<file path="src/sui_pkg.sv">
// constants shared by the serial channel design files
package sui_pkg;
    // mode field codes
    localparam logic [2:0] MODE_OFF   = 3'h0;
    localparam logic [2:0] MODE_SYNC  = 3'h1;
    localparam logic [2:0] MODE_I2C   = 3'h2;
    localparam logic [2:0] MODE_UART7 = 3'h4;
    localparam logic [2:0] MODE_UART8 = 3'h5;
    localparam logic [2:0] MODE_UART9 = 3'h6;
    // character lengths
    localparam int LEN7 = 7;
    localparam int LEN8 = 8;
    localparam int LEN9 = 9;
    // oversampling per bit in uart mode
    localparam int OVERSAMPLE = 16;
    localparam logic [3:0] OVS_LAST = 4'hF;
    localparam logic [3:0] OVS_MID  = 4'h7;
    // sda delay counter ceiling and minimum setting
    localparam int MAX_DELAY = 8;
    localparam int MIN_DELAY = 2;
    // flow control type codes
    localparam logic FLOW_CTS = 1'b0;
    localparam logic FLOW_RTS = 1'b1;
    // clock source direction
    localparam logic CLK_INTERNAL = 1'b0;
    // counter reset value
    localparam logic [7:0] CNT_ZERO = 8'h00;
    typedef enum logic [1:0] {SUI_IDLE, SUI_START, SUI_DATA, SUI_STOP} sui_txst_t;
endpackage

</file>
<file path="src/sui_brg.sv">
// baud divider: selected source divided by the eight-bit value plus one
`timescale 1ns/1ps
module sui_brg #(
    parameter int W = 8
) (
    // clock and reset
    input  wire logic         i_clk,
    input  wire logic         i_rst,
    // control
    input  wire logic         i_src_tick,
    input  wire logic [W-1:0] i_div,
    // output
    output logic              o_tick
);
    logic [W-1:0] cnt_q;

    if (W < 1) begin : g_bad_width
        $error("sui_brg: width must be positive");
    end

    // reload counter divides the source by value plus one
    always_ff @(posedge i_clk) begin
        if (i_rst) begin
            cnt_q  <= '0;
            o_tick <= 1'b0;
        end else begin
            o_tick <= 1'b0;
            if (i_src_tick) begin
                if (cnt_q == '0) begin
                    cnt_q  <= i_div;
                    o_tick <= 1'b1;
                end else begin
                    cnt_q <= cnt_q - 1'b1;
                end
            end
        end
    end
endmodule

</file>
<file path="src/sui_sync.sv">
// two stage synchroniser for pin inputs
`timescale 1ns/1ps
module sui_sync #(
    parameter int N = 1
) (
    // clock and reset
    input  wire logic         i_clk,
    input  wire logic         i_rst,
    // data
    input  wire logic [N-1:0] i_d,
    output logic      [N-1:0] o_q
);
    logic [N-1:0] s1_q;

    // two flops before any reader
    always_ff @(posedge i_clk) begin
        if (i_rst) begin
            s1_q <= '1;
            o_q  <= '1;
        end else begin
            s1_q <= i_d;
            o_q  <= s1_q;
        end
    end
endmodule

</file>
<file path="src/sui_core.sv">
// one serial channel: uart engine plus basic i2c mode handling
`timescale 1ns/1ps
// Overview of operation
// - transmit line idles high or released
// - 7, 8 or 9 data bits used
// - uart bit rate is divider output over 16
// - receive enable toggle resets reception
// - mode disable then enable, with receive enabled, resets transmit buffer
// - msb-first only for 8-bit characters
// - data logic inversion on write and read
// - line polarity inverts all line bits
// - cts low needed; stop before next character
// - rts low when ready, high at clock fall
// - flow disable, else cts or rts type
// - channel 0 split cts input selection
// - transmit line high during receive only
// - i2c entered with mode 010 and select
// - sda changes only after scl stably low
// - i2c 8 bits, scl source over 2(n+1)
// - i2c transmit needs enable and data
// - i2c receive needs both enables and data
// - i2c start, stop, ack, nack events
// - overrun at 8th bit; no receive request
// - arbitration timing, sda delay, clock phase
module sui_core #(
    parameter int DIV_W = 8
) (
    // clock and reset
    input  wire logic             i_clk,
    input  wire logic             i_rst,
    // configuration
    input  wire logic [2:0]       i_mode_field,
    input  wire logic             i_i2c_mode_select_bit,
    input  wire logic             i_clock_source_direction_bit,
    input  wire logic [DIV_W-1:0] i_baud_divider_reg,
    input  wire logic             i_src_tick,
    input  wire logic             i_bit_order_select,
    input  wire logic             i_data_logic_invert_bit,
    input  wire logic             i_line_polarity_invert_bit,
    input  wire logic             i_open_drain_select_bit,
    input  wire logic             i_flow_control_disable_bit,
    input  wire logic             i_flow_control_type_bit,
    input  wire logic             i_separate_cts_input_select,
    input  wire logic             i_clock_multiplex_bit,
    input  wire logic             i_abt_at_ninth,
    input  wire logic [3:0]       i_sda_delay,
    input  wire logic             i_clock_phase,
    // software access
    input  wire logic             i_transmit_enable_bit,
    input  wire logic             i_receive_enable_bit,
    input  wire logic             i_tx_write,
    input  wire logic [8:0]       i_tx_data,
    input  wire logic             i_rx_read,
    output logic [8:0]            o_receive_buffer_reg,
    output logic                  o_transmit_buffer_empty_flag,
    output logic                  o_rx_full,
    output logic                  o_overrun,
    output logic                  o_rx_irq,
    output logic                  o_start_irq,
    output logic                  o_stop_irq,
    output logic                  o_ack_irq,
    output logic                  o_nack_irq,
    output logic                  o_arbitration_lost_flag,
    // line pins
    input  wire logic             i_rxd,
    input  wire logic             i_sclk,
    input  wire logic             i_cts_pin,
    input  wire logic             i_cts_alt_pin,
    output logic                  o_txd,
    output logic                  o_txd_oe,
    output logic                  o_flow,
    output logic                  o_flow_oe,
    output logic                  o_scl,
    output logic                  o_scl_oe
);
    localparam logic [3:0] DLY_MAX = 4'(sui_pkg::MAX_DELAY);
    localparam logic [3:0] DLY_MIN = 4'(sui_pkg::MIN_DELAY);

    if (DIV_W != 8) begin : g_bad_div_width
        $error("sui_core: divider must be eight bits");
    end

    // ************************************************************
    // pin synchronisation and mode decode
    // ************************************************************
    logic [3:0] pin_s;
    logic       rxd_s, scl_s, cts_s, ctsa_s;
    sui_sync #(.N(4)) u_sync (
        .i_clk (i_clk),
        .i_rst (i_rst),
        .i_d   ({i_rxd, i_sclk, i_cts_pin, i_cts_alt_pin}),
        .o_q   (pin_s)
    );
    assign {rxd_s, scl_s, cts_s, ctsa_s} = pin_s;

    logic is_uart, is_i2c, uart8;
    logic [3:0] nbits;
    assign is_i2c  = (i_mode_field == sui_pkg::MODE_I2C) && i_i2c_mode_select_bit;
    assign is_uart = (i_mode_field == sui_pkg::MODE_UART7) ||
                     (i_mode_field == sui_pkg::MODE_UART8) ||
                     (i_mode_field == sui_pkg::MODE_UART9);
    assign uart8   = (i_mode_field == sui_pkg::MODE_UART8);
    assign nbits = (i_mode_field == sui_pkg::MODE_UART7) ? 4'(sui_pkg::LEN7) :
                   (i_mode_field == sui_pkg::MODE_UART9) ? 4'(sui_pkg::LEN9) :
                   4'(sui_pkg::LEN8);
    logic msb_first;
    assign msb_first = i_bit_order_select && (uart8 || is_i2c);

    // ************************************************************
    // bit rate
    // ************************************************************
    logic brg_tick;
    sui_brg #(.W(DIV_W)) u_brg (
        .i_clk      (i_clk),
        .i_rst      (i_rst),
        .i_src_tick (i_src_tick),
        .i_div      (i_baud_divider_reg),
        .o_tick     (brg_tick)
    );
    logic [3:0] tx_ovs_q;
    logic       bit_tick;
    // sixteen divider ticks per uart bit
    always_ff @(posedge i_clk) begin
        if (i_rst) tx_ovs_q <= '0;
        else if (brg_tick) tx_ovs_q <= tx_ovs_q + 4'h1;
    end
    assign bit_tick = brg_tick && (tx_ovs_q == sui_pkg::OVS_LAST);

    // internal scl toggles on every divider tick: source over 2(n+1)
    logic scl_int_q;
    always_ff @(posedge i_clk) begin
        if (i_rst || !is_i2c) scl_int_q <= 1'b1;
        else if (brg_tick) scl_int_q <= ~scl_int_q;
    end
    logic scl_lvl, scl_prev_q, scl_fall, scl_rise;
    assign scl_lvl  = (i_clock_source_direction_bit == sui_pkg::CLK_INTERNAL) ? scl_int_q : scl_s;
    assign scl_fall = scl_prev_q && !scl_lvl;
    assign scl_rise = !scl_prev_q && scl_lvl;

    // ************************************************************
    // transmit buffer, with recovery sequence
    // ************************************************************
    logic [8:0] tbuf_q;
    logic       mode_off_seen_q;
    logic       tx_load;
    always_ff @(posedge i_clk) begin
        if (i_rst) begin
            tbuf_q          <= '0;
            o_transmit_buffer_empty_flag <= 1'b1;
            mode_off_seen_q <= 1'b0;
        end else begin
            if (i_mode_field == sui_pkg::MODE_OFF) mode_off_seen_q <= 1'b1;
            if (mode_off_seen_q && i_mode_field != sui_pkg::MODE_OFF &&
                i_rx_read == 1'b0 && i_receive_enable_bit) begin
                o_transmit_buffer_empty_flag <= 1'b1;
                mode_off_seen_q <= 1'b0;
            end else if (i_tx_write) begin
                tbuf_q      <= i_data_logic_invert_bit ? ~i_tx_data : i_tx_data;
                o_transmit_buffer_empty_flag <= 1'b0;
            end else if (tx_load) begin
                o_transmit_buffer_empty_flag <= 1'b1;
            end
        end
    end

    // ************************************************************
    // transmitter
    // ************************************************************
    sui_pkg::sui_txst_t tx_st_q;
    logic [8:0] tsh_q;
    logic [3:0] tcnt_q;
    logic       tx_line_q, cts_ok, cts_sel;
    assign cts_sel = i_separate_cts_input_select && !i_clock_multiplex_bit ? ctsa_s : cts_s;
    assign cts_ok  = i_flow_control_disable_bit ||
                     i_flow_control_type_bit == sui_pkg::FLOW_RTS || !cts_sel;
    // i2c starts only with transmit enabled and data waiting
    assign tx_load = (tx_st_q == sui_pkg::SUI_IDLE) && !o_transmit_buffer_empty_flag &&
                     i_transmit_enable_bit &&
                     ((is_uart && bit_tick && cts_ok) || (is_i2c && scl_fall));
    always_ff @(posedge i_clk) begin
        if (i_rst || (!is_uart && !is_i2c)) begin
            tx_st_q   <= sui_pkg::SUI_IDLE;
            tsh_q     <= '0;
            tcnt_q    <= '0;
            tx_line_q <= 1'b1;
        end else begin
            unique case (tx_st_q)
                sui_pkg::SUI_IDLE: begin
                    tx_line_q <= 1'b1;
                    if (tx_load) begin
                        tsh_q     <= tbuf_q;
                        tcnt_q    <= '0;
                        tx_st_q   <= is_i2c ? sui_pkg::SUI_DATA : sui_pkg::SUI_START;
                        tx_line_q <= is_i2c ? (msb_first ? tbuf_q[7] : tbuf_q[0]) : 1'b0;
                    end
                end
                sui_pkg::SUI_START: if (bit_tick) begin
                    tx_line_q <= msb_first ? tsh_q[7] : tsh_q[0];
                    tx_st_q   <= sui_pkg::SUI_DATA;
                end
                sui_pkg::SUI_DATA: if ((is_uart && bit_tick) || (is_i2c && scl_fall)) begin
                    tsh_q  <= msb_first ? {tsh_q[8], tsh_q[6:0], 1'b0} : {1'b0, tsh_q[8:1]};
                    tcnt_q <= tcnt_q + 4'h1;
                    if (tcnt_q == nbits - 4'h1) begin
                        tx_line_q <= 1'b1;
                        tx_st_q   <= is_i2c ? sui_pkg::SUI_IDLE : sui_pkg::SUI_STOP;
                    end else begin
                        tx_line_q <= msb_first ? tsh_q[6] : tsh_q[1];
                    end
                end
                sui_pkg::SUI_STOP: if (bit_tick) tx_st_q <= sui_pkg::SUI_IDLE;
            endcase
        end
    end

    // sda delay: hold change until scl has stayed low for the set count; settings below 2 do not hold, settings above 8 never release
    logic [3:0] sda_dly_q;
    logic       sda_q;
    always_ff @(posedge i_clk) begin
        if (i_rst || !is_i2c || scl_lvl) sda_dly_q <= '0;
        else if (i_src_tick && sda_dly_q != DLY_MAX) sda_dly_q <= sda_dly_q + 4'h1;
    end
    always_ff @(posedge i_clk) begin
        if (i_rst) sda_q <= 1'b1;
        else if (!scl_lvl && (i_sda_delay < DLY_MIN || sda_dly_q >= i_sda_delay) && !scl_fall)
            sda_q <= tx_line_q;
    end

    // line output with polarity inversion and open drain
    logic line_val;
    assign line_val = is_i2c ? sda_q : (tx_line_q ^ i_line_polarity_invert_bit);
    always_ff @(posedge i_clk) begin
        if (i_rst) begin
            o_txd    <= 1'b1;
            o_txd_oe <= 1'b0;
        end else begin
            o_txd    <= line_val;
            o_txd_oe <= (is_uart || is_i2c) && !((i_open_drain_select_bit || is_i2c) && line_val);
        end
    end
    // scl drive as master, phase option inverts scl while the transmitter is idle
    always_ff @(posedge i_clk) begin
        if (i_rst) begin
            o_scl    <= 1'b1;
            o_scl_oe <= 1'b0;
        end else begin
            o_scl    <= scl_int_q ^ (i_clock_phase && tx_st_q == sui_pkg::SUI_IDLE);
            o_scl_oe <= is_i2c && i_clock_source_direction_bit == sui_pkg::CLK_INTERNAL &&
                        !scl_int_q;
        end
    end

    // ************************************************************
    // receiver
    // ************************************************************
    logic       re_q, rx_busy_q, rxd_lvl, rx_first_q;
    logic [3:0] rovs_q, rcnt_q;
    logic [8:0] rsh_q;
    assign rxd_lvl = is_i2c ? rxd_s : (rxd_s ^ i_line_polarity_invert_bit);
    logic rx_samp, rx_done;
    assign rx_samp = is_uart ? (brg_tick && rovs_q == sui_pkg::OVS_MID) : scl_rise;
    assign rx_done = rx_busy_q && rx_samp && !rx_first_q && rcnt_q == nbits - 4'h1;
    always_ff @(posedge i_clk) begin
        if (i_rst) begin
            re_q       <= 1'b0;
            scl_prev_q <= 1'b1;
        end else begin
            re_q       <= i_receive_enable_bit;
            scl_prev_q <= scl_lvl;
        end
    end
    always_ff @(posedge i_clk) begin
        if (i_rst || !i_receive_enable_bit || (!is_uart && !is_i2c)) begin
            rx_busy_q  <= 1'b0;
            rovs_q     <= '0;
            rcnt_q     <= '0;
            rsh_q      <= '0;
            rx_first_q <= 1'b0;
        end else if (!rx_busy_q) begin
            rovs_q <= '0;
            // i2c reception runs alongside an enabled, loaded transmit
            if ((is_uart && !rxd_lvl) || (is_i2c && tx_load)) begin
                rx_busy_q  <= 1'b1;
                rx_first_q <= is_uart;
                rcnt_q     <= '0;
            end
        end else begin
            if (brg_tick) rovs_q <= rovs_q + 4'h1;
            if (rx_samp) begin
                if (rx_first_q) rx_first_q <= 1'b0;
                else begin
                    rsh_q  <= msb_first ? {rsh_q[7:0], rxd_lvl} : {rxd_lvl, rsh_q[8:1]};
                    rcnt_q <= rcnt_q + 4'h1;
                    if (rcnt_q == nbits) rx_busy_q <= 1'b0; // held to the stop bit
                end
            end
        end
    end
    logic [8:0] rx_word;
    always_comb begin
        rx_word = msb_first ? {rsh_q[7:0], rxd_lvl} : {rxd_lvl, rsh_q[8:1]};
        if (!msb_first) rx_word = rx_word >> (4'(sui_pkg::LEN9) - nbits);
        if (nbits == 4'(sui_pkg::LEN7)) rx_word[8:7] = 2'h0;
        else if (nbits == 4'(sui_pkg::LEN8)) rx_word[8] = 1'b0;
    end

    // receive buffer, overrun and request
    logic [8:0] rbuf_q;
    always_ff @(posedge i_clk) begin
        if (i_rst || (re_q && !i_receive_enable_bit)) begin
            rbuf_q    <= '0;
            o_rx_full <= 1'b0;
            o_overrun <= 1'b0;
            o_rx_irq  <= 1'b0;
        end else begin
            o_rx_irq <= 1'b0;
            if (rx_done) begin
                rbuf_q <= rx_word;
                if (o_rx_full && !i_rx_read) o_overrun <= 1'b1;
                else o_rx_irq <= 1'b1;
                o_rx_full <= 1'b1;
            end else if (i_rx_read) begin
                o_rx_full <= 1'b0;
            end
        end
    end
    always_ff @(posedge i_clk) begin
        if (i_rst) o_receive_buffer_reg <= '0;
        else o_receive_buffer_reg <= i_data_logic_invert_bit ? ~rbuf_q : rbuf_q;
    end

    // ************************************************************
    // flow control pin
    // ************************************************************
    always_ff @(posedge i_clk) begin
        if (i_rst) begin
            o_flow    <= 1'b1;
            o_flow_oe <= 1'b0;
        end else begin
            o_flow_oe <= !i_flow_control_disable_bit &&
                         i_flow_control_type_bit == sui_pkg::FLOW_RTS;
            if (scl_fall && rx_busy_q) o_flow <= 1'b1;
            else if (i_receive_enable_bit && !o_rx_full && !rx_busy_q) o_flow <= 1'b0;
        end
    end

    // ************************************************************
    // i2c bus events
    // ************************************************************
    logic sda_prev_q, ninth_q;
    always_ff @(posedge i_clk) begin
        if (i_rst) begin
            sda_prev_q              <= 1'b1;
            ninth_q                 <= 1'b0;
            o_start_irq             <= 1'b0;
            o_stop_irq              <= 1'b0;
            o_ack_irq               <= 1'b0;
            o_nack_irq              <= 1'b0;
            o_arbitration_lost_flag <= 1'b0;
        end else begin
            sda_prev_q  <= rxd_s;
            o_start_irq <= is_i2c && scl_s && sda_prev_q && !rxd_s;
            o_stop_irq  <= is_i2c && scl_s && !sda_prev_q && rxd_s;
            o_ack_irq   <= is_i2c && ninth_q && scl_rise && !rxd_s;
            o_nack_irq  <= is_i2c && ninth_q && scl_rise && rxd_s;
            if (is_i2c && rx_done) ninth_q <= 1'b1;
            else if (scl_rise) ninth_q <= 1'b0;
            // update at every bit or only at the ninth bit
            if (is_i2c && scl_rise && (!i_abt_at_ninth || ninth_q) &&
                tx_st_q == sui_pkg::SUI_DATA && sda_q && !rxd_s)
                o_arbitration_lost_flag <= 1'b1;
            else if (!is_i2c) o_arbitration_lost_flag <= 1'b0;
        end
    end
endmodule

</file>
<file path="config.mk">
export PLATFORM = sky130hd
export DESIGN_NAME = sui_core
export DESIGN_NICKNAME = d
export VERILOG_FILES = /design/src/sui_pkg.sv /design/src/sui_brg.sv /design/src/sui_sync.sv /design/src/sui_core.sv
export SDC_FILE = /design/constraint.sdc
export NUM_CORES = 1
export LEC_CHECK = 0
export BUFFER_PORTS_ARGS = -buffer_cell sky130_fd_sc_hd__buf_4
export CORE_MARGIN = 2
export CORE_UTILIZATION = 55
export DETAILED_ROUTE_END_ITERATION = 8
export PLACE_DENSITY = 0.77
export SYNTH_ARGS = -nofsm -noshare
export SYNTH_HDL_FRONTEND = slang
export SYNTH_HIERARCHICAL = 1
export SYNTH_SLANG_ARGS = --single-unit
</file>
<file path="constraint.sdc">
create_clock -name i_clk -period 6.45 [get_ports i_clk]
set_clock_uncertainty 0.05 [all_clocks]
set_input_delay 0.3225 -clock i_clk [delete_from_list [all_inputs] [get_ports i_clk]]
set_output_delay 0.3225 -clock i_clk [all_outputs]
set_load 0.02 [all_outputs]
</file>
-- Word-level counts from Yosys, hierarchy flattened
Cells that the tools add are included.
- register bits: 109
- word-level logic and storage cells: 263
- shifts and indexed selects: 1
- reductions and logical operators: 113
- order comparisons: 2
- multiplexer cells: 61
- bitwise logic cells: 13
- equality and inequality tests: 24
- add/sub/neg operators: 8
- operators by type and width (operator ; count):
    9-bit 2-to-1 mux ; 7
    1-bit logical AND ; 51
    1-bit 2-to-1 mux ; 35
    4-bit 2-to-1 mux ; 7
    4-bit by 1-bit adder with 4-bit output (second input constant) ; 5
    1-bit zero test ; 20
    1-bit logical OR ; 18
    9-bit inverter ; 2
    9-bit case mux with 2 select lines ; 1
    2-bit 2-to-1 mux ; 7
    2-bit inequality test (second input constant) ; 7
    4-bit == test ; 3
    3-bit AND reduction ; 4
    2-bit nonzero test ; 5
    2-bit OR reduction ; 5
    3-bit == test (second input constant) ; 3
    9-bit by 4-bit >> shifter with 9-bit output ; 1
    4-bit by 3-bit == test with 1-bit output (second input constant) ; 2
    4-bit == test (second input constant) ; 2
    8-bit zero test ; 1
    8-bit 2-to-1 mux ; 1
    1-bit inverter ; 8
    2-bit case mux with 4 select lines ; 1
    4-bit case mux with 2 select lines ; 1
    18 further kinds ; 25

-- Logic depth before layout (Yosys ltp)
Gate-level depths: netlist of the first run.
- depth in word-level cells: 12
- depth in mapped cells: 10
- mapped depth without buffers: 8

-- Cells and area by module
The synthesis of the first run kept the hierarchy.
- modules (own cells, without submodules) (module ; seq. area each (um^2) ; instances ; area each (um^2) ; cells each):
    sui_core ; 1841.8 ; 1 ; 4578.1 ; 552
    sui_brg ; 180.2 ; 1 ; 573.0 ; 61
    sui_sync ; 160.2 ; 1 ; 210.2 ; 16

-- Least setup slack after synthesis of the first run
OpenSTA, ideal clock, no wires.
- path kind: input -> register
- start: input port i_mode_field[0]
- end: register rbuf_q[6]
- arrival time: 2.054 ns
- stages: 7
- path buffers: 1
- library setup time: 0.134 ns
- slack: 4.212 ns
- data required time: 6.266 ns
- cells stage by stage: clkbuf_1 -> a21bo_1 -> or4_4 -> a211oi_4 -> o21ai_2 -> a311oi_1 -> nor3_2
- cells in the longest elaborated chain, start to end: 7
- elaborated cells between the ends (all ways): 22
- classes of those cells: add/sub: 2; eq/ne: 5; shift: 1; mux: 6; reduce/logical: 8
- RTL lines (element ; RTL line ; source):
    from (decl) ; sui_core.sv:32 ; input wire logic [2:0] i_mode_field,
    parallel branches: the longest is 7 deep, another holds 4-bit subtractor ; n/a ;
    to (signal assigned) ; sui_core.sv:318 ; rbuf_q <= rx_word;
    to (decl) ; sui_core.sv:308 ; logic [8:0] rbuf_q;
Parallel ways; which one is timed is not known.
A chain may end at the register's enable or synchronous reset.

-- Worst setup path in the final report of the first run
- start: register u_brg.o_tick
- end: register rbuf_q[1]
- cells in the longest elaborated chain, start to end: 5
- RTL lines (element ; RTL line ; source):
    from (decl) ; sui_brg.sv:13 ; output logic o_tick
    from (signal assigned) ; sui_brg.sv:25 ; o_tick <= 1'b0;
    from (signal assigned) ; sui_brg.sv:27 ; o_tick <= 1'b0;
    from (signal assigned) ; sui_brg.sv:31 ; o_tick <= 1'b1;
    1-bit logical AND ; sui_core.sv:261 ; assign rx_samp = is_uart ? (brg_tick && rovs_q == sui_pkg::OVS_MID) : scl_rise;
    1-bit 2-to-1 mux ; sui_core.sv:261 ;
    1-bit logical AND (3 in series) ; sui_core.sv:262 ; assign rx_done = rx_busy_q && rx_samp && !rx_first_q && rcnt_q == nbits - 4'h1;
No other way between the ends.

==> results of run 1 <==
[cells in the mapped netlist (6+ instances only)]
cell,instances,area (um2)
a311oi_1,9,78.83
clkbuf_1,28,105.1
nor2_1,77,289.0
a211oi_1,18,135.1
nand2_1,72,270.3
o21ai_0,26,130.1
mux2i_1,19,190.2
nand3_1,34,170.2
xor2_1,6,52.55
nand2b_1,10,62.56
nand4_1,7,43.79
a21oi_1,21,105.1
o211ai_1,13,97.59
inv_1,21,78.83
ha_1,17,212.7
dfxtp_1,109,2182
nor3_1,11,55.05
xnor2_1,25,219.0
or2_1,9,56.30
[metrics by stage]
| stage | power, mW | util, % | instance area, um2 |
|---|---|---|---|
| after global placement | 0.9335 | 61.49 | 5899 |
| after CTS | 1.362 | 63.62 | 6103 |
| final | 1.352 | 63.62 | 6103 |
| after floorplan | 0.8811 | - | 5361 |
| after global routing | 1.417 | 63.62 | 6103 |
| after detailed placement | 0.9404 | 61.49 | 5899 |
[worst max-delay path, cell delays in order, from the launching register on]
cell and delay [ns]:
dfxtp_1 0.59, nand2_1 0.15, or4_4 0.46, a211oi_4 0.89, o21a_4 0.37, nor2_1 0.07, a311oi_2 0.23
[cells in the final DEF, fill, tap and decap left out, types with 4 or more instances in the layout]
cell type	instances
a311oi_1	9
a31oi_1	5
nor2_1	77
nand3_1	34
o211ai_1	13
a21o_1	4
mux2i_1	19
nor3_1	11
nand3b_1	5
xor2_1	6
o21a_1	5
o21ai_0	26
inv_1	21
o22ai_1	4
a21oi_1	21
nand2_1	72
nand4_1	7
clkbuf_8	9
dfxtp_1	109
nand2b_1	10
a211oi_1	17
buf_4	73
ha_1	17
xnor2_1	25
or2_1	9
nor3b_1	4
nor2b_1	5
[cells by family (layout without fill, tap and decap cells)]
| logic type | after synthesis | after routing | share of synthesized area, % |
|---|---|---|---|
| AO/OA/AOI/OAI | 130 | 130 | 17.20 |
| AND/OR/NAND/NOR | 261 | 261 | 23.90 |
| flip-flops | 109 | 109 | 40.70 |
| multiplexers | 22 | 22 | 4.177 |
| XOR/XNOR | 31 | 31 | 5.064 |
| adder cells (fa/ha/maj) | 17 | 17 | 3.967 |
| buffers and inverters | 59 | 110 | 4.994 |
[metal layers]
| metal | wire (um) | global-route usage [%] | vias up |
|---|---|---|---|
| met3 | 587 | 4.407 | 6 |
| met5 | 0 | 0 | - |
| met4 | 78 | 6.680 | 0 |
| li1 | - | - | 2288 |
| met1 | 4969 | 27.42 | 2070 |
| met2 | 5550 | 39.22 | 119 |
[layout make-up]
| class | count | share of cell area [%] |
|---|---|---|
| Multi-Input combinational cell | 461 | 47.91 |
| Sequential cell | 109 | 35.75 |
| Timing Repair Buffer | 73 | 8.979 |
| Tap cell | 133 | 2.727 |
| Clock buffer | 9 | 2.030 |
| Clock inverter | 7 | 1.312 |
| Inverter | 21 | 1.292 |
[where the power goes]
part	switching, mW	internal (mW)	leakage, nW
sequential	0.0275	0.699	0.889
combinational	0.101	0.0962	1.26
clock	0.243	0.185	0.102
total	0.372	0.981	2.25
[worst paths after layout]
path	startpoint	to	slack, ns	depth (start not counted)
worst min-delay path	i_flow_control_disable_bit	o_flow_oe	0.06	2
worst max register to register	u_brg/o_tick	rbuf_q[1]	3.57	6
worst min register to register	u_sync/s1_q[0]	u_sync/o_q[0]	0.37	1
worst max-delay path	u_brg/o_tick	rbuf_q[1]	3.57	6
==> impl_results.md, run 1 <==
- FMAX: 0.3471 GHz
- Total number of vias: around 4.5k
- Fraction of the cycle the final worst path needs: 44.67%
- CTS clock-pin slew for the worst setup and hold paths: 0.11 ns
- Hold Slack: 0.05552 ns
- Filler cell count: 823
- Std cell rows: 36
- Average detailed-routed wire length per instance: 13.76 um
- Detailed router's first-iteration violation count: 204
- Post-CTS repair timing setup buffer count: 0
- Total count of max-transition violations in the final report: 0
- Flip-flop cell with the highest count after synthesis: dfxtp_1
- Count of state elements after synthesis: 109
- Total power density per cell area: 221.6 mW/mm2
- First-pass GRT wire length: between 15000 and 20000 um
- Largest voltage drop on the vdd net: 0.1460 mV
- Sort of element at the start of the critical path: register
- Die boundary width: a little over 100 um
- Overall die height: 102.7 um
- Seq/Total Area, Yosys: ~41%
- Number of sinks on the clock net: 109
- Area of the die: 0.01055 mm2
- Placement-stage worst setup slack: 3.467 ns
- Area growth syn-to-layout: 13.84%
- Total number of nets in the final design: 739
- Instance count after placement with tap cells included: 797
- Number of levels the H-tree was split into: 3
- Synthesized area divided by synthesized cell count: 8.524 um2
- Fin crit period: 2.881 ns
- Actual slew at the worst max-slew pin: 1.082 ns
- Hold Crit Class: input pin to register
- Leakage component of the power: between 2 and 2.5 nW
- Pin count of the biggest net entering global routing: 56
- Register area: roughly 0.0022 mm2
- Post-synth EDFFs: 0
- Total nets after synthesis: ~690
- Non-filler cells in the finished layout: just over 800
- Post-cts repair resize count: 0
- Remaining antenna violation count: 0
- Final antenna diode count: 0
- Vias in the first global route: 4175
- Number of DRC violations after detailed routing: 0
- Type of element capturing the critical path: register
- Area of combinational cells with multiple inputs: 0.002924 mm2
- GRT Resource Usage Total: 22.19%
- Hold bufs inserted after CTS: 0
- Final worst-path setup slack: 3.569 ns
- Root cell of the clock tree: clkbuf_8
- Share of post-route cells with drive strength above 1: roughly 17%
- Number of detailed-routing iterations run before antenna repair: 5
- HPWL after detailed placement: 8067 um
- Worst slew margin: 27.90%
- Critical path data arrival time: about 3.1 ns
- Critical Setup Path Class: register to register
- Maximum count of clock buffers along a single path: 2
- Count of final setup violators: 0
- Share of flip-flops with an asynchronous set or reset: 0%
- Yosys warns: 6
- Routed wire length: 11190 um
- Status: finished clean
- Number of I/O pins: 71
- GRT Residual Overflow: 0
- Final Hold Vio Count: 0
- Total negative setup slack: 0 ns
- Worst Path Max Fanout: 26
- Post-synth design cell area: 0.005361 mm2
- Number of CTS-inserted buffers: 9
- Number of instances in the synthesized netlist: 629
- Clock tree from TritonCTS: yes
- Unrepaired setup endpoints after global routing: false
- Vias per Instance: ~5.5
- Maximum Capacitance Violations: 0
- Core footprint: 0.009594 mm2
- Count of different cell masters after synthesis: 67
- Latest clock arrival within the worst-skew pair: 0.37 ns
- Number of antenna violations at the first check in global routing: 0
- Count of port buffers added during placement: 70
- Worst endpoint required time: 6.70 ns
- Routability congestion estimate from global placement: 0.8244
- Initial Util: 55.88%
No activity file was read; power rests on OpenSTA's default activity.
==> run 2, diff against run 1 <==
- CORE_UTILIZATION: 55 -> 52
- PLACE_DENSITY: 0.77 -> 0.76
- clock period: 6.45 -> 2.3 ns (I/O delays scaled with it)
==> impl_results.md, run 2 (same netlist as run 1, synthesis figures left out) <==
- Total count of max-transition violations in the final report: 0 (unchanged)
- Worst slew margin: 46.37% (was 27.90%)
- Slack of the worst reg-to-reg path: 0.14 ns (was 3.57 ns)
- DP Area: 0.006016 mm2 (was 0.005899 mm2)
- Fraction of the core area covered by cells at the end of the flow: 64.05% (was 63.62%)
- Number of cells traversed by the worst register-to-register path: 8 (was 6)
- Fraction of the cycle the final worst path needs: 93.71% (was 44.67%)
- Number of sinks on the clock net: 109 (unchanged)
- Area growth syn-to-layout: 21.68% (was 13.84%)
- Placement-stage worst setup slack: 0.09533 ns (was 3.467 ns)
- First-pass GRT wire length: 20330 um (was 18720 um)
- Commonest non-fill, non-tap cells in the layout: 109 x dfxtp_1, 91 x buf_4, 77 x nor2_1 (was 109 x dfxtp_1, 77 x nor2_1, 73 x buf_4)
- Count of final setup violators: 0 (unchanged)
- Area of the die: 0.01114 mm2 (was 0.01055 mm2)
- Maximum count of clock buffers along a single path: 2 (unchanged)
- Routed wire length: 12070 um (was 11190 um)
- Status: finished clean (unchanged)
- Final worst-path setup slack: 0.1446 ns (was 3.569 ns)
- Number of I/O pins: 71 (unchanged)
- Number of DRC violations after detailed routing: 0 (unchanged)
- Unrepaired setup endpoints after global routing: false (unchanged)
- Leakage component of the power: 2.465 nW (was 2.254 nW)
- Fin crit period: 2.155 ns (was 2.881 ns)
- Core footprint: 0.01018 mm2 (was 0.009594 mm2)
- Final antenna diode count: 0 (unchanged)
- Total power density per cell area: 623.8 mW/mm2 (was 221.6 mW/mm2)
- Initial Util: 52.64% (was 55.88%)
- Number of CTS-inserted buffers: 9 (unchanged)
- Routability congestion estimate from global placement: 0.8387 (was 0.8244)
- Crit path from: rovs_q[0] (was u_brg/o_tick)
- CTS clock-pin slew for the worst setup and hold paths: 0.10 ns (was 0.11 ns)
- Startpoint of the worst hold path: i_clock_phase (was i_flow_control_disable_bit)
- Non-filler cells in the finished layout: 858 (was 813)
- Latest clock arrival within the worst-skew pair: 0.38 ns (was 0.37 ns)
- Overall die height: 105.5 um (was 102.7 um)
- Number of levels the H-tree was split into: 3 (unchanged)
- Actual slew at the worst max-slew pin: 0.7933 ns (was 1.082 ns)
- HPWL after detailed placement: 8599 um (was 8067 um)
- Hold Slack: 0.01847 ns (was 0.05552 ns)
- Vias in the first global route: 4429 (was 4175)
- Critical path data arrival time: 2.42 ns (was 3.13 ns)
- RR Startpoint: rovs_q[0] (was u_brg/o_tick)
- Sort of element at the start of the critical path: register (unchanged)
- Total number of vias: 4770 (was 4483)
- Maximum Capacitance Violations: 0 (unchanged)
- Pin count of the biggest net entering global routing: 33 (was 56)
- Worst endpoint required time: 2.57 ns (was 6.70 ns)
- Most common cell after layout, fill and taps aside: dfxtp_1 (unchanged)
- Worst Path Max Fanout: 16 (was 26)
- Total negative setup slack: 0 ns (unchanged)
- Termination of the worst setup path: rbuf_q[7] (was rbuf_q[1])
- Power after layout: 4.070 mW (was 1.352 mW)
- Largest voltage drop on the vdd net: 0.4000 mV (was 0.1460 mV)
- FMAX: 0.4639 GHz (was 0.3471 GHz)
- Remaining antenna violation count: 0 (unchanged)
- Filler cell count: 840 (was 823)
- Die boundary width: 105.5 um (was 102.7 um)
- Count of port buffers added during placement: 70 (unchanged)
- Design area: 0.006524 mm2 (was 0.006103 mm2)
- Average detailed-routed wire length per instance: 14.07 um (was 13.76 um)
- Hold Crit Class: input pin to register (unchanged)
- Final Hold Vio Count: 0 (unchanged)
- Instance count after placement with tap cells included: 815 (was 797)
- Std cell rows: 37 (was 36)
- Number of antenna violations at the first check in global routing: 0 (unchanged)
- Critical Setup Path Class: register to register (unchanged)
- Clock tree from TritonCTS: yes (unchanged)
- Vias per Instance: 5.559 (was 5.514)
- Endpoint of the worst register-to-register path: rbuf_q[7] (was rbuf_q[1])
- Root cell of the clock tree: clkbuf_8 (unchanged)
- Detailed router's first-iteration violation count: 192 (was 204)
- GRT Residual Overflow: 0 (unchanged)
- Number of detailed-routing iterations run before antenna repair: 5 (unchanged)
- Type of element capturing the critical path: register (unchanged)
- Total number of nets in the final design: 781 (was 739)
- Share of post-route cells with drive strength above 1: 18.42% (was 16.76%)
- GRT Resource Usage Total: 22.17% (was 22.19%)
==> run 2: cell types whose count changed in the layout (fill, tap and decap cells not counted), sizes merged <==
| cell | before | now |
|---|---|---|
| dlygate4sd3 | 0 | 24 |
| buf | 73 | 91 |
| bufinv | 1 | 3 |
| clkinv | 2 | 1 |
| inv | 24 | 23 |
==> run 2: where the power goes <==
part	internal, mW	switching [mW]	total (mW)
clock network	0.729	0.665	1.39
logic	0.328	0.311	0.639
registers	1.96	0.0758	2.04
==> run 2: area by class of cell <==
| cell class | count | area (um2) | area share, % |
|---|---|---|---|
| Multi-Input combinational cell | 461 | 2925 | 44.84 |
| Sequential cell | 109 | 2182 | 33.45 |
| Timing Repair Buffer | 115 | 923.4 | 14.15 |
| Tap cell | 136 | 170.2 | 2.608 |
| Clock buffer | 9 | 123.9 | 1.899 |
| Clock inverter | 7 | 120.1 | 1.841 |
| Inverter | 21 | 78.83 | 1.208 |
==> run 2: worst max-delay path, stage by stage (launching register included) <==
cell	delay, ns
dfxtp_1	0.39
ha_1	0.16
nand2_1	0.08
or4_4	0.46
a211oi_4	0.34
o21a_4	0.31
buf_4	0.15
nand2_2	0.04
a21oi_2	0.12
==> run 2: timing repair <==
action,CTS,global route
endpoints found under the hold margin,23,0
endpoints found under the setup margin,0,20
setup buffers,0,3
hold buffers,24,0
resized for setup,0,1
==> run 2: how the worst min path moves through the flow <==
stage | endpoint | cells past startpoint
global placement | o_flow_oe | 2
global route | o_txd_oe | 3
finish | o_scl | 3
detailed placement | o_flow_oe | 2
CTS | o_txd_oe | 3
floorplan | o_flow_oe | 1
==> run 2: layer usage <==
layer | up-vias | wire, um | track usage [%] | part of all wire [%]
met3 | 28 | 585 | 4.143 | 4.8
li1 | 2372 | - | - | -
met1 | 2233 | 5241 | 27.63 | 43
met4 | 0 | 240 | 6.485 | 2.0
met5 | - | 0 | 0 | 0
met2 | 137 | 6001 | 38.94 | 50
